## src/common/quiet_decay_pkg.sv

```systemverilog
// Shared constants and carriers for the quiet-decay register bank.
// Assumes a 200 MHz system clock and a 32-bit classic Wishbone bus.
`default_nettype none

package quiet_decay_pkg;

  // Bus geometry
  localparam int ADR_W = 8;
  localparam int DAT_W = 32;
  localparam int REG_W = 8;

  // Register indices; the byte address is four times the index
  localparam logic [7:0] IDX_CONFIG = 8'h31;
  localparam logic [7:0] IDX_PROP   = 8'h32;
  localparam logic [7:0] IDX_INT    = 8'h33;
  localparam logic [7:0] IDX_DIV    = 8'h34;
  localparam logic [7:0] IDX_EXIT   = 8'h35;

  // Reset values
  localparam logic [7:0] RST_CONFIG = 8'h00;
  localparam logic [7:0] RST_PROP   = 8'h00;
  localparam logic [7:0] RST_INT    = 8'h00;
  localparam logic [7:0] RST_DIV    = 8'h00;
  localparam logic [7:0] RST_EXIT   = 8'hFF;

  // Field positions and widths
  localparam int CFG_EN_BIT   = 0;
  localparam int CFG_PWM_LSB  = 2;
  localparam int CFG_SMPL_LSB = 6;
  localparam int GAIN_W       = 7;
  localparam int KP_DIV_LSB   = 0;
  localparam int KI_DIV_LSB   = 4;
  localparam int DIV_W        = 3;

  // Zero-cross sampling codes
  localparam logic [1:0] SMPL_2US = 2'h0;
  localparam logic [1:0] SMPL_3US = 2'h1;
  localparam logic [1:0] SMPL_4US = 2'h2;

  // PWM rate codes and their rates in kHz
  localparam logic [1:0] PWM_25K = 2'h0;
  localparam logic [1:0] PWM_33K = 2'h1;
  localparam logic [1:0] PWM_42K = 2'h2;
  localparam logic [1:0] PWM_50K = 2'h3;
  localparam logic [5:0] KHZ_25  = 6'h19;
  localparam logic [5:0] KHZ_33  = 6'h21;
  localparam logic [5:0] KHZ_42  = 6'h2A;
  localparam logic [5:0] KHZ_50  = 6'h32;

  // Gain divider codes and the right shift each stands for
  localparam logic [2:0] DIV_32   = 3'h0;
  localparam logic [2:0] DIV_64   = 3'h1;
  localparam logic [2:0] DIV_128  = 3'h2;
  localparam logic [2:0] DIV_256  = 3'h3;
  localparam logic [2:0] DIV_512  = 3'h4;
  localparam logic [2:0] DIV_16   = 3'h5;
  localparam logic [2:0] DIV_NONE = 3'h6;
  localparam logic [3:0] SH_32    = 4'h5;
  localparam logic [3:0] SH_64    = 4'h6;
  localparam logic [3:0] SH_128   = 4'h7;
  localparam logic [3:0] SH_256   = 4'h8;
  localparam logic [3:0] SH_512   = 4'h9;
  localparam logic [3:0] SH_16    = 4'h4;
  localparam logic [3:0] SH_NONE  = 4'h0;

  // Timing
  localparam int CLK_PERIOD_NS = 5;
  localparam int SMPL_2US_NS   = 2000;
  localparam int SMPL_3US_NS   = 3000;
  localparam int SMPL_4US_NS   = 4000;
  localparam int SAMPLE_W      = 12;

  // Least time to whole cycles, never below one
  function automatic int cycles_min(input int ns);
    int c;
    c = (ns + CLK_PERIOD_NS - 1) / CLK_PERIOD_NS;
    return (c < 1) ? 1 : c;
  endfunction

  localparam logic [SAMPLE_W-1:0] SMPL_2US_CYC = SAMPLE_W'(cycles_min(SMPL_2US_NS));
  localparam logic [SAMPLE_W-1:0] SMPL_3US_CYC = SAMPLE_W'(cycles_min(SMPL_3US_NS));
  localparam logic [SAMPLE_W-1:0] SMPL_4US_CYC = SAMPLE_W'(cycles_min(SMPL_4US_NS));

  // Exit frequency: one count is 2 Hz
  localparam int EXIT_HZ_W = 9;

  // Byte address of a register index
  function automatic logic [ADR_W-1:0] reg_addr(input logic [7:0] idx);
    return ADR_W'({idx, 2'b00});
  endfunction

  typedef struct packed {
    logic             cyc;
    logic             stb;
    logic             we;
    logic [3:0]       sel;
    logic [ADR_W-1:0] adr;
    logic [DAT_W-1:0] dat;
  } wb_req_t;

  typedef struct packed {
    logic                 enable;
    logic [5:0]           pwm_khz;
    logic [SAMPLE_W-1:0]  sample_cycles;
    logic [EXIT_HZ_W-1:0] exit_hz;
  } quiet_cfg_t;

endpackage

`default_nettype wire

```

## src/quiet_gain_scale.sv

```systemverilog
// Scales a raw controller gain by its power-of-two divider code.
// Assumes raw gain and code come from registers on the same clock.
`default_nettype none

module quiet_gain_scale #(
  parameter int FRAC_W = 9
) (
  input  wire logic                                     clk_i,
  input  wire logic                                     rst_i,
  input  wire logic                                     ce_i,
  input  wire logic [quiet_decay_pkg::GAIN_W-1:0]       raw_i,
  input  wire logic [quiet_decay_pkg::DIV_W-1:0]        div_i,
  output logic [quiet_decay_pkg::GAIN_W+FRAC_W-1:0]     gain_o
);
  import quiet_decay_pkg::*;

  localparam int GW = GAIN_W + FRAC_W;

  // Largest divider is 512, so nine fraction bits keep every result exact
  if (FRAC_W < 9) begin : g_frac_chk
    $error("FRAC_W below 9 loses gain resolution");
  end

  // Divider code to right shift; the unused code acts as the reset code
  function automatic logic [3:0] div_shift(input logic [DIV_W-1:0] code);
    case (code)
      DIV_32:   return SH_32;
      DIV_64:   return SH_64;
      DIV_128:  return SH_128;
      DIV_256:  return SH_256;
      DIV_512:  return SH_512;
      DIV_16:   return SH_16;
      DIV_NONE: return SH_NONE;
      default:  return SH_32;
    endcase
  endfunction

  // Fixed point result, FRAC_W fraction bits
  always_ff @(posedge clk_i) begin
    if (rst_i) begin
      gain_o <= '0;
    end else if (ce_i) begin
      gain_o <= (GW'(raw_i) << FRAC_W) >> div_shift(div_i);
    end
  end

endmodule

`default_nettype wire

```

## src/zero_cross_window.sv

```systemverilog
// Opens a sampling window of a set length on a zero-cross event.
// Assumes the start pulse comes from logic on the same clock.
`default_nettype none

module zero_cross_window (
  input  wire logic                                 clk_i,
  input  wire logic                                 rst_i,
  input  wire logic                                 ce_i,
  input  wire logic                                 start_i,
  input  wire logic [quiet_decay_pkg::SAMPLE_W-1:0] len_i,
  output logic                                      window_o,
  output logic                                      done_o
);
  import quiet_decay_pkg::*;

  logic [SAMPLE_W-1:0] remain;

  // Countdown; a new crossing inside an open window is ignored
  always_ff @(posedge clk_i) begin
    if (rst_i) begin
      remain <= '0;
    end else if (ce_i) begin
      if (start_i && remain == '0) begin
        remain <= len_i;
      end else if (remain != '0) begin
        remain <= remain - 1'b1;
      end
    end
  end

  // One pulse as the window closes
  always_ff @(posedge clk_i) begin
    if (rst_i) begin
      done_o <= 1'b0;
    end else if (ce_i) begin
      done_o <= (remain == {{(SAMPLE_W-1){1'b0}}, 1'b1});
    end
  end

  // Window level from a flop; it follows the count one step ahead so it matches it
  always_ff @(posedge clk_i) begin
    if (rst_i) begin
      window_o <= 1'b0;
    end else if (ce_i) begin
      window_o <= (start_i && remain == '0 && len_i != '0) || (remain > SAMPLE_W'(1));
    end
  end

endmodule

`default_nettype wire

```

## src/quiet_decay_control_regs.sv

```systemverilog
// Quiet-decay control register bank on a classic Wishbone slave.
// Assumes one 200 MHz clock; coil frequency and zero-cross come from same-clock logic.
//
// What this block does
// - Sampling code 00b, 01b, 10b give a zero-cross window of 2, 3 and 4 us.
// - PWM rate code 00b to 11b selects 25, 33, 42 or 50 kHz in quiet decay.
// - Bit 0 of the config register enables quiet decay, off after reset.
// - The proportional gain register holds a 7-bit raw gain, reset 0.
// - The integral gain register holds a 7-bit raw gain, reset 0.
// - Integral gain divider code at bits 6-4 divides by 32, 64, 128, 256, 512, 16 or 1.
// - Proportional gain divider code at bits 2-0 divides the same way.
// - The exit threshold counts 2 Hz per step, reset all ones for 510 Hz.
// - All five registers read and write; other offsets hold nothing.
`default_nettype none

module quiet_decay_control_regs #(
  parameter int FRAC_W = 9
) (
  input  wire logic                                      clk_i,
  input  wire logic                                      rst_i,
  input  wire logic                                      ce_i,
  input  wire quiet_decay_pkg::wb_req_t                  wb_i,
  output logic                                           wb_ack_o,
  output logic [quiet_decay_pkg::DAT_W-1:0]              wb_dat_o,
  input  wire logic [quiet_decay_pkg::REG_W-1:0]         coil_freq_i,
  input  wire logic                                      zero_cross_i,
  output var quiet_decay_pkg::quiet_cfg_t                cfg_o,
  output logic [quiet_decay_pkg::GAIN_W+FRAC_W-1:0]      prop_gain_o,
  output logic [quiet_decay_pkg::GAIN_W+FRAC_W-1:0]      int_gain_o,
  output logic                                           quiet_active_o,
  output logic                                           sample_window_o,
  output logic                                           sample_done_o
);
  import quiet_decay_pkg::*;

  localparam int GW = GAIN_W + FRAC_W;

  // The gain scaler needs nine fraction bits for the /512 setting
  if (FRAC_W < 9) begin : g_frac_chk
    $error("FRAC_W below 9 loses gain resolution");
  end

  logic [REG_W-1:0] quiet_decay_config;
  logic [REG_W-1:0] quiet_decay_prop_gain;
  logic [REG_W-1:0] quiet_decay_int_gain;
  logic [REG_W-1:0] quiet_decay_gain_divider;
  logic [REG_W-1:0] quiet_decay_exit_threshold;

  logic             req;
  logic             wr_lane0;
  logic             rd_req;
  logic [DAT_W-1:0] next_rdata;
  quiet_cfg_t       next_cfg;

  logic             quiet_decay_enable;
  logic [1:0]       zero_cross_sample_time;
  logic [1:0]       quiet_decay_pwm_rate;
  logic [GAIN_W-1:0] quiet_prop_gain;
  logic [GAIN_W-1:0] quiet_integral_gain;
  logic [DIV_W-1:0] prop_gain_divider;
  logic [DIV_W-1:0] integral_gain_divider;
  logic [REG_W-1:0] quiet_decay_exit_freq;

  // Field views of the stored registers
  assign quiet_decay_enable     = quiet_decay_config[CFG_EN_BIT];
  assign zero_cross_sample_time = quiet_decay_config[CFG_SMPL_LSB +: 2];
  assign quiet_decay_pwm_rate   = quiet_decay_config[CFG_PWM_LSB +: 2];
  assign quiet_prop_gain        = quiet_decay_prop_gain[GAIN_W-1:0];
  assign quiet_integral_gain    = quiet_decay_int_gain[GAIN_W-1:0];
  assign prop_gain_divider      = quiet_decay_gain_divider[KP_DIV_LSB +: DIV_W];
  assign integral_gain_divider  = quiet_decay_gain_divider[KI_DIV_LSB +: DIV_W];
  assign quiet_decay_exit_freq  = quiet_decay_exit_threshold;

  // Request qualifiers; the ack term keeps a held request from acting twice
  assign req      = wb_i.cyc && wb_i.stb && !wb_ack_o;
  assign wr_lane0 = req && wb_i.we && wb_i.sel[0];
  assign rd_req   = req && !wb_i.we;

  // Ack one cycle after the request, dropped the next cycle
  always_ff @(posedge clk_i) begin
    if (rst_i) begin
      wb_ack_o <= 1'b0;
    end else if (ce_i) begin
      wb_ack_o <= req;
    end
  end

  // Register writes; only byte lane 0 carries data, reserved bits are stored too
  always_ff @(posedge clk_i) begin
    if (rst_i) begin
      quiet_decay_config         <= RST_CONFIG;
      quiet_decay_prop_gain      <= RST_PROP;
      quiet_decay_int_gain       <= RST_INT;
      quiet_decay_gain_divider   <= RST_DIV;
      quiet_decay_exit_threshold <= RST_EXIT;
    end else if (ce_i && wr_lane0) begin
      unique case (wb_i.adr)
        reg_addr(IDX_CONFIG): quiet_decay_config         <= wb_i.dat[REG_W-1:0];
        reg_addr(IDX_PROP):   quiet_decay_prop_gain      <= wb_i.dat[REG_W-1:0];
        reg_addr(IDX_INT):    quiet_decay_int_gain       <= wb_i.dat[REG_W-1:0];
        reg_addr(IDX_DIV):    quiet_decay_gain_divider   <= wb_i.dat[REG_W-1:0];
        reg_addr(IDX_EXIT):   quiet_decay_exit_threshold <= wb_i.dat[REG_W-1:0];
        default: begin
        end
      endcase
    end
  end

  // Read mux; unmapped addresses read zero and are still acknowledged
  always_comb begin
    next_rdata = '0;
    unique case (wb_i.adr)
      reg_addr(IDX_CONFIG): next_rdata = DAT_W'(quiet_decay_config);
      reg_addr(IDX_PROP):   next_rdata = DAT_W'(quiet_decay_prop_gain);
      reg_addr(IDX_INT):    next_rdata = DAT_W'(quiet_decay_int_gain);
      reg_addr(IDX_DIV):    next_rdata = DAT_W'(quiet_decay_gain_divider);
      reg_addr(IDX_EXIT):   next_rdata = DAT_W'(quiet_decay_exit_threshold);
      default:              next_rdata = '0;
    endcase
  end

  // Read data is latched with the ack; writes answer zero
  always_ff @(posedge clk_i) begin
    if (rst_i) begin
      wb_dat_o <= '0;
    end else if (ce_i && req) begin
      wb_dat_o <= rd_req ? next_rdata : '0;
    end
  end

  // Decode of the operating settings
  always_comb begin
    next_cfg        = '0;
    next_cfg.enable = quiet_decay_enable;
    case (zero_cross_sample_time)
      SMPL_2US: next_cfg.sample_cycles = SMPL_2US_CYC;
      SMPL_3US: next_cfg.sample_cycles = SMPL_3US_CYC;
      SMPL_4US: next_cfg.sample_cycles = SMPL_4US_CYC;
      default:  next_cfg.sample_cycles = SMPL_2US_CYC;
    endcase
    unique case (quiet_decay_pwm_rate)
      PWM_25K: next_cfg.pwm_khz = KHZ_25;
      PWM_33K: next_cfg.pwm_khz = KHZ_33;
      PWM_42K: next_cfg.pwm_khz = KHZ_42;
      PWM_50K: next_cfg.pwm_khz = KHZ_50;
    endcase
    // Two hertz per count is one left shift
    next_cfg.exit_hz = {quiet_decay_exit_freq, 1'b0};
  end

  // Settings leave through a register so a write lands as a clean step
  always_ff @(posedge clk_i) begin
    if (rst_i) begin
      cfg_o <= '0;
    end else if (ce_i) begin
      cfg_o <= next_cfg;
    end
  end

  // Quiet decay runs only while enabled and the coil is below the exit rate;
  // a zero threshold would keep it off for good
  always_ff @(posedge clk_i) begin
    if (rst_i) begin
      quiet_active_o <= 1'b0;
    end else if (ce_i) begin
      quiet_active_o <= quiet_decay_enable
                        && (coil_freq_i < quiet_decay_exit_freq);
    end
  end

  // Proportional gain after its divider
  quiet_gain_scale #(
    .FRAC_W (FRAC_W)
  ) u_prop_scale (
    .clk_i  (clk_i),
    .rst_i  (rst_i),
    .ce_i   (ce_i),
    .raw_i  (quiet_prop_gain),
    .div_i  (prop_gain_divider),
    .gain_o (prop_gain_o)
  );

  // Integral gain after its divider
  quiet_gain_scale #(
    .FRAC_W (FRAC_W)
  ) u_int_scale (
    .clk_i  (clk_i),
    .rst_i  (rst_i),
    .ce_i   (ce_i),
    .raw_i  (quiet_integral_gain),
    .div_i  (integral_gain_divider),
    .gain_o (int_gain_o)
  );

  // Zero-cross window, armed only while quiet decay is enabled
  zero_cross_window u_window (
    .clk_i    (clk_i),
    .rst_i    (rst_i),
    .ce_i     (ce_i),
    .start_i  (zero_cross_i && cfg_o.enable),
    .len_i    (cfg_o.sample_cycles),
    .window_o (sample_window_o),
    .done_o   (sample_done_o)
  );
endmodule

`default_nettype wire

```

## config.mk

```make
export PLATFORM = sky130hd
export DESIGN_NAME = quiet_decay_control_regs
export DESIGN_NICKNAME = d
export VERILOG_FILES = /design/src/common/quiet_decay_pkg.sv /design/src/quiet_gain_scale.sv /design/src/zero_cross_window.sv /design/src/quiet_decay_control_regs.sv
export SDC_FILE = /design/constraint.sdc
export NUM_CORES = 1
export LEC_CHECK = 0
export BUFFER_PORTS_ARGS = -buffer_cell sky130_fd_sc_hd__clkbuf_2
export CORE_MARGIN = 5
export CORE_UTILIZATION = 40
export DETAILED_ROUTE_END_ITERATION = 7
export GPL_ROUTABILITY_DRIVEN = 1
export HOLD_SLACK_MARGIN = 0.03
export PLACE_DENSITY_LB_ADDON = 0.05
export REMOVE_ABC_BUFFERS = 1
export SYNTH_ARGS = -nofsm -noshare
export SYNTH_HDL_FRONTEND = slang
export SYNTH_SLANG_ARGS = --single-unit
```

## constraint.sdc

```tcl
create_clock -name clk_i -period 1.78 [get_ports clk_i]
set_clock_uncertainty 0.05 [all_clocks]
set_input_delay 0.267 -clock clk_i [delete_from_list [all_inputs] [get_ports clk_i]]
set_output_delay 0.267 -clock clk_i [all_outputs]
set_load 0.05 [all_outputs]
```

* Word level (Yosys, flattened, before mapping)
Index checks and enable logic that the tools add are counted.
** Word-level totals
- Register bits :: 147
- Output and inout bits :: 96
- Input bits :: 59
** Cells by class
- $add $sub $neg :: 1
- Mux-type cells :: 12
- Reduce and logical (&&, ||, !) cells :: 25
- Magnitude comparators :: 2
- Equal/unequal tests :: 23
- Shift-type cells :: 2
** Operators by type and width (count)
- case mux 4 bit (6 select lines) :: 2
- == test 8 bit, second input constant :: 5
- case mux 8 bit (5 select lines) :: 1
- two-way mux 32 bit :: 1
- >> shifter 16 x 4 -> 16 bit :: 2
- two-way mux 12 bit :: 2
- case mux 6 bit (4 select lines) :: 1
- nonzero test 12 bit :: 2
- case mux 10 bit (2 select lines) :: 1
- == test 3 bit, second input constant :: 6
- two-way mux 4 bit :: 4
- == test 12 x 1 -> 1 bit, second input constant :: 1
- == test 3 x 2 -> 1 bit, second input constant :: 4
- greater-than comparator 12 x 1 -> 1 bit, second input constant :: 1
- zero test 12 bit :: 1
- AND reduction 2 bit :: 6
- subtractor 12 x 1 -> 12 bit, second input constant :: 1
- logical AND 1 bit :: 11
- < comparator 8 bit :: 1
- == test 2 bit, second input constant :: 3
- == test 3 x 1 -> 1 bit, second input constant :: 2
- == test 2 x 1 -> 1 bit, second input constant :: 2
- zero test 1 bit :: 2
- zero test 2 bit :: 1
- other kinds (2) :: 2

* Longest topological paths before layout
Gate-level depths: netlist of the first run.
- Depth in word-level cells :: 6
- Mapped depth :: 8
- Gate-level depth less buffers :: 7

* Hierarchy
A second synthesis of the first run with hierarchy kept.
** Unflattened totals
- Cell total of the unflattened synthesis :: 785
- Area total of the unflattened synthesis :: 6774.0 µm²
** By module, submodules not included
- quiet_decay_control_regs :: times used 1, sequential area each 1401.3 µm², area an instance 3437.0 µm², cells each 353
- quiet_gain_scale :: times used 2, sequential area each 320.3 µm², area an instance 1163.6 µm², cells each 153
- zero_cross_window :: times used 1, sequential area each 280.3 µm², area an instance 1009.7 µm², cells each 126

* Worst setup path before layout of the first run
No wires, ideal clock.
- Kind :: reg-to-reg
- Start :: register u_window.remain[4]
- End :: register u_window.remain[4]
- Buffers on the path :: 2
- Stages on the path, launching flop included :: 8
- Slack :: -109 ps
- Data arrival time :: 1711 ps
- Data required time :: 1602 ps
- Period minus slack after synthesis :: 1889 ps
- Cell sequence :: dfxtp_1 > buf_6 > nor4_2 > and4_1 > buf_4 > mux2_1 > a22oi_1 > nor2_1
** On the way
- Cells in the longest elaborated chain, start to end :: 4
- Elaborated cells on any way between the ends :: 8
** RTL lines
- start, declared :: RTL line zero_cross_window.sv:16 : logic [SAMPLE_W-1:0] remain;
- start signal, assigned :: RTL line zero_cross_window.sv:24 : remain <= len_i;
- start signal, assigned :: RTL line zero_cross_window.sv:26 : remain <= remain - 1'b1;
- parallel branches: the longest is 4 deep, another holds subtractor 12 x 1 -> 12 bit
Several ways; the timed one is not identified. The select of a mux whose other input is x is not followed.
A chain may end at the register's enable or synchronous reset.

* Final worst setup path of the first run
- Start :: register u_window.remain[1]
- End :: register u_window.remain[9]
Same word-level chain as after synthesis.

==> metrics.txt, run 1 <==
Die X-Extent 136 um; post-route setup slack roughly 37 ps; worst path arrival time 2010 ps; Mapped Area ~6400 um2; die height between 100 and 150 um; Initial DRT Pass Iterations 5; number of flops mapped to enable cells by yosys 0; Port Buf Inserts 96; GPL Wtd Cong 0.865; CTS sink cnt roughly 120; htree depth 4; GRT Util Overall ~20%; initial DRC count roughly 310; fillers roughly 1,600; Req. time, crit path a little over 2000 ps; unrepaired setup endpoints after global routing true; Residual DRC 0; largest net degree at the start of global routing a little under 60; Min Clock Period, post-route roughly 1700 ps; endpoints failing setup 0; post-synthesis async set-or-reset flop share 0%; CTS Buf Count 17; Final nets between 900 and 1,000; Starting Density around two fifths; antenna-violating nets left 0; Reg area about 2300 um2; sequential area share after synthesis 36.4%; setup TNS 0 ps; total gr overflow 0; Clock Path Buffers 2; outcome completed; Util after Layout a little over half; Rows 46; Worst-Skew Late Latency roughly 400 ps; share of layout cells above drive strength 1 28.6%; Mapped Cells roughly 770; most frequent cells in the layout dfxtp_1, nor2_1, clkbuf_2, buf_4, nand2_1; CTS tree done; Post-CTS Hold Fix Bufs 0; most common cell after layout, fill and taps aside dfxtp_1; Syn. warnings 0; fmax around 0.57 GHz; Root Driver clkbuf_16; pre-CTS setup slack -98.4 ps; synthesis-to-layout area growth 28.9%; Pwr Density 1130 nW/um2; maximum VDD drop 0.643 mV; Post-DP HPWL about 14,000 um; Antenna Cells 0; worst hold slack ~87 ps; footprint of the multi-input gates approximately 3700 um2; worst-path maximum fanout 4; Final period util between 90 and 100%; Avg Inst Size Synth between 8 and 9 um2; Final Hold Vio Count 0; vias in the first global route ~5,700; CORE AREA around 16,000 um2; Main synth FF type dfxtp_1; DR WL/cell ~16 um; post-synth cell types 67; Die Outline Area roughly 19,000 um2; final WL ~18,000 um; number of synthesized register bits about 120; DR vias roughly 6,000; I/O pin cnt 155; total of max-cap violations 0; Reg clk slew, reported paths approximately 60 ps; critical path type register to register; Worst setup SP type register; vias per cell roughly 5.2; Final Slew Violations 0; Worst Hold Class input pin to register; leakage power between 3 and 4 nW; initial antenna violation count 1; first-pass GRT wire length between 20,000 and 30,000 um; crit end category register
==> worst paths after layout <==
path | depth (start not counted) | from | slack (ps) | to
hold / removal | 2 | rst_i | 90 | wb_ack_o$_SDFFE_PP0P_
setup reg to reg | 6 | u_window.remain[1]$_SDFFE_PP0P_ | 40 | u_window.remain[9]$_SDFFE_PP0P_
hold reg to reg | 2 | u_prop_scale.gain_o[12]$_SDFFE_PP0P_ | 410 | u_prop_scale.gain_o[12]$_SDFFE_PP0P_
setup / recovery | 6 | u_window.remain[1]$_SDFFE_PP0P_ | 40 | u_window.remain[9]$_SDFFE_PP0P_
==> synth_stat cells (4+ instances only) <==
| library cell | count | share of area (%) |
|---|---|---|
| nor2b_1 | 8 | 0.78 |
| a21oi_1 | 61 | 4.8 |
| xor2_1 | 5 | 0.69 |
| a211o_1 | 6 | 0.82 |
| inv_1 | 24 | 1.4 |
| dfxtp_1 | 116 | 36 |
| o221ai_1 | 4 | 0.55 |
| o31ai_1 | 4 | 0.47 |
| nor2_1 | 106 | 6.2 |
| nand2b_1 | 11 | 1.1 |
| buf_4 | 34 | 4.0 |
| o32ai_1 | 4 | 0.55 |
| nand4_1 | 12 | 1.2 |
| clkbuf_1 | 40 | 2.4 |
| nand3b_1 | 6 | 0.71 |
| buf_2 | 12 | 0.94 |
| nor4b_1 | 4 | 0.55 |
| buf_1 | 9 | 0.53 |
| nand3_1 | 14 | 1.1 |
| nor3_1 | 18 | 1.4 |
| mux2i_1 | 61 | 9.6 |
| nand2_1 | 63 | 3.7 |
| a221oi_1 | 4 | 0.55 |
| a22oi_1 | 9 | 1.1 |
| o22ai_1 | 14 | 1.4 |
| and3_1 | 8 | 0.78 |
| o21ai_0 | 27 | 2.1 |
| nor3b_1 | 4 | 0.47 |
| ha_1 | 18 | 3.5 |
| a211oi_1 | 9 | 1.1 |
| mux2_2 | 4 | 0.71 |
| a311oi_1 | 4 | 0.55 |
==> kinds of logic (layout without fill, tap and decap cells) <==
logic type,after synthesis,after routing,share of synthesized area [%]
AOI/OAI and AO/OA,167,167,16.6
xor gates and xnor gates,5,5,0.686
adders and majority gates,18,18,3.53
buffers and inverters,121,236,9.59
DFF,116,116,36.4
muxes,69,69,11.3
other,1,31,0.0588
and+or+nand+nor,277,277,21.8
==> area by class of cell <==
class                           count  area share, %
Clock buffer                       18           5.34
Clock inverter                     12           1.93
Inverter                           24           1.13
Multi-Input combinational cell    567           45.0
Sequential cell                   116           28.4
Tap cell                          216           3.29
Timing Repair Buffer              182           15.0
==> flip-flops by register name, indices dropped and copies added (netlist names) <==
| register | cells |
|---|---|
| cfg_o | 20 |
| quiet_active_o | 1 |
| quiet_decay_config | 8 |
| quiet_decay_exit_freq | 8 |
| quiet_decay_gain_divider | 8 |
| quiet_decay_int_gain | 8 |
| quiet_decay_prop_gain | 8 |
| u_int_scale.gain_o | 16 |
| u_prop_scale.gain_o | 16 |
| u_window.done_o | 1 |
| u_window.remain | 12 |
| u_window.window_o | 1 |
| wb_ack_o | 1 |
| wb_dat_o | 8 |
==> layer usage <==
layer  vias up  wire length, um  track usage, %
li1       2950                -               -
met1      2808             8830            27.4
met2       174             8150            30.7
met3        25             1040            4.66
met4         0              393            6.72
met5         -                0               0
==> worst max-delay path: stages, from the launching register on <==
cell and delay, ps:
dfxtp_2 330, buf_6 110, or4_4 560, nor3_4 160, o21a_1 130, nor2_1 50
a2111oi_2 250
==> through the flow <==
step | power (mW) | cell area (um2) | instances
after floorplan | 4.44 | 5970 | 707
after global placement | 5.33 | 7440 | 1102
after detailed placement | 5.35 | 7440 | 1102
after CTS | 8.98 | 8080 | 1134
after global routing | 9.75 | 8230 | 1135
final | 9.31 | 8230 | 1135
==> report_power, final <==
part           leakage, nW  switching (mW)  internal, mW
clock network        0.276            1.24          2.22
registers            0.947           0.190          2.79
logic                 2.34            1.56          1.31
==> what timing repair did <==
action / 4_1_cts / 5_1_grt
endpoints found under the hold margin: 0 / 0
gates resized for setup: 11 / 38
buffers inserted: 1 / 1
endpoints found under the setup margin: 9 / 61
cloned: 1 / 0
pin swaps: 1 / 18
No activity file was read; power rests on OpenSTA's default activity.
==> run 2: changes to the inputs <==
--- a/config.mk
+++ b/config.mk
@@ -8,8 +8,8 @@
 export BUFFER_PORTS_ARGS = -buffer_cell sky130_fd_sc_hd__clkbuf_2
 export CORE_MARGIN = 5
 export CORE_UTILIZATION = 40
+export CTS_CLUSTER_DIAMETER = 30
 export DETAILED_ROUTE_END_ITERATION = 7
-export GPL_ROUTABILITY_DRIVEN = 1
 export HOLD_SLACK_MARGIN = 0.03
 export PLACE_DENSITY_LB_ADDON = 0.05
 export REMOVE_ABC_BUFFERS = 1
==> constraint.sdc (replaced) <==
create_clock -name clk_i -period 1.78 [get_ports clk_i]
set_clock_uncertainty 0.05 [all_clocks]
set_input_delay 0.178 -clock clk_i [delete_from_list [all_inputs] [get_ports clk_i]]
set_output_delay 0.178 -clock clk_i [all_outputs]
set_load 0.05 [all_outputs]
==> run 2 against run 1 <==
Final cell count rose by 0.18%. Worst setup slack got worse by 23 ps. Via count rose by 0.50%. Critical path depth rose by 2. Clock power rose by 3%. First-iteration DRC count rose by 10%. Global-route usage rose by 0.14 points. Hold slack got worse by 23 ps.
==> metrics.txt, run 2 (synthesis results as in run 1) <==
CTS sink cnt 116; critical path's slowest cell or3b_4; most frequent cells in the layout dfxtp_1, nor2_1, clkbuf_2, buf_4, nand2_1; largest net degree at the start of global routing 73; I/O pin cnt roughly 160; post-route setup slack about 14 ps; worst-path maximum fanout 4; Residual DRC 0; Clock Path Buffers 2; Pwr Density between 1000 and 1500 nW/um2; Worst Tran Pin Value 527 ps; synthesis-to-layout area growth 28.6%; CTS tree done; total gr overflow 0; antenna-violating nets left 0; Largest regs cfg_o: 20 flops, u_int_scale.gain_o: 16 flops, u_prop_scale.gain_o: 16 flops; Starting Density 40.5%; CORE AREA approximately 16,000 um2; Worst setup SP type register; Root Driver clkbuf_16; unrepaired setup endpoints after global routing true; pre-CTS setup slack -77.6 ps; CP Cell Sequence inv_2 > buf_6 > ha_4 > or3b_4 > nor3_4 > nand3b_1 > xor2_1 > nor2_1; max FFs per register 20; overall power between 9 and 10 mW; design area roughly 8200 um2; share of layout cells above drive strength 1 between 20% and 30%; Min Clock Period, post-route 1770 ps; CTS Buf Count 17; Rows between 40 and 50; initial antenna violation count 1; Final Slew Violations 0; slowest stage delay, CP around 410 ps; die height approximately 140 um; Top delay family on crit path simple AND/OR/NAND/NOR gates; vias per cell 5.27; setup TNS 0 ps; Post-DP HPWL about 13,000 um; Final nets just under 1,000; first-pass GRT wire length roughly 30,000 um; maximum VDD drop between 0.6 and 0.7 mV; outcome completed; htree depth 4; Final Hold Vio Count 0; fmax roughly 0.57 GHz; relative slew slack between 60% and 70%; crit end category register; Finished Layout Cells roughly 1,100; Initial DRT Pass Iterations 5; Req. time, crit path approximately 2000 ps; DR WL/cell 16.5 um; Antenna Cells 0; final WL approximately 19,000 um; Final period util 99.2%; GPL Wtd Cong between 0.8 and 0.9; placed insts 1,100; total of max-cap violations 0; critical path type register to register; DR vias 5,987; Die X-Extent 136 um; Reg clk slew, reported paths approximately 60 ps; GRT Util Overall between 20 and 25%; placed inst area between 7000 and 8000 um2; worst path arrival time 2020 ps; initial DRC count roughly 350; most common cell after layout, fill and taps aside dfxtp_1; endpoints failing setup 0; vias in the first global route 5,543; Worst Hold Class input pin to register; Largest Register cfg_o; Die Outline Area between 15,000 and 20,000 um2; Port Buf Inserts between 90 and 100; Worst-Skew Late Latency between 400 and 500 ps; leakage power 3.57 nW; Buf+Inv Stages, Crit Path 2
[run 2: layout make-up]
cell class	count	area, um2
Fill cell	1565	7560
Multi-Input combinational cell	567	3670
Sequential cell	116	2330
Timing Repair Buffer	182	1230
Clock buffer	21	470
Tap cell	216	270
Clock inverter	11	151
Inverter	24	92.6
[run 2: power by group]
group	internal (mW)	switching [mW]
clock network	2.31	1.26
logic	1.30	1.57
registers	2.79	0.192
[run 2: per-layer routing]
layer / up-vias / track usage [%] / share of wire, %
li1: 2947 / - / -
met1: 2832 / 28.5 / 48
met2: 185 / 31.1 / 45
met3: 23 / 3.74 / 5.6
met4: 0 / 5.49 / 1.4
met5: - / 0 / 0
[run 2: repair_timing]
| action | 4_1_cts | 5_1_grt |
|---|---|---|
| setup buffers | 1 | 3 |
| resized for setup | 9 | 30 |
| setup endpoints to repair | 8 | 64 |
| pin swaps | 0 | 14 |
| hold buffers | 0 | 0 |
| cloned | 0 | 1 |
[run 2: path summary, 6_finish.rpt]
path	cells past startpoint	slack (ps)	to	from
max	8	10	u_window.remain[10]$_SDFFE_PP0P_	u_window.remain[0]$_SDFFE_PP0P_
min	2	60	u_window.remain[0]$_SDFFE_PP0P_	rst_i
max reg2reg	8	10	u_window.remain[10]$_SDFFE_PP0P_	u_window.remain[0]$_SDFFE_PP0P_
min reg2reg	2	410	u_int_scale.gain_o[14]$_SDFFE_PP0P_	u_int_scale.gain_o[14]$_SDFFE_PP0P_
[run 2: stage by stage]
step | hold slack [ps] | utilization [%]
after floorplan | 197 | -
after global placement | 396 | 47.1
after detailed placement | 398 | 47.1
after CTS | 46.3 | 51.2
after global routing | 76.5 | 52.1
final | 64.2 | 52.1
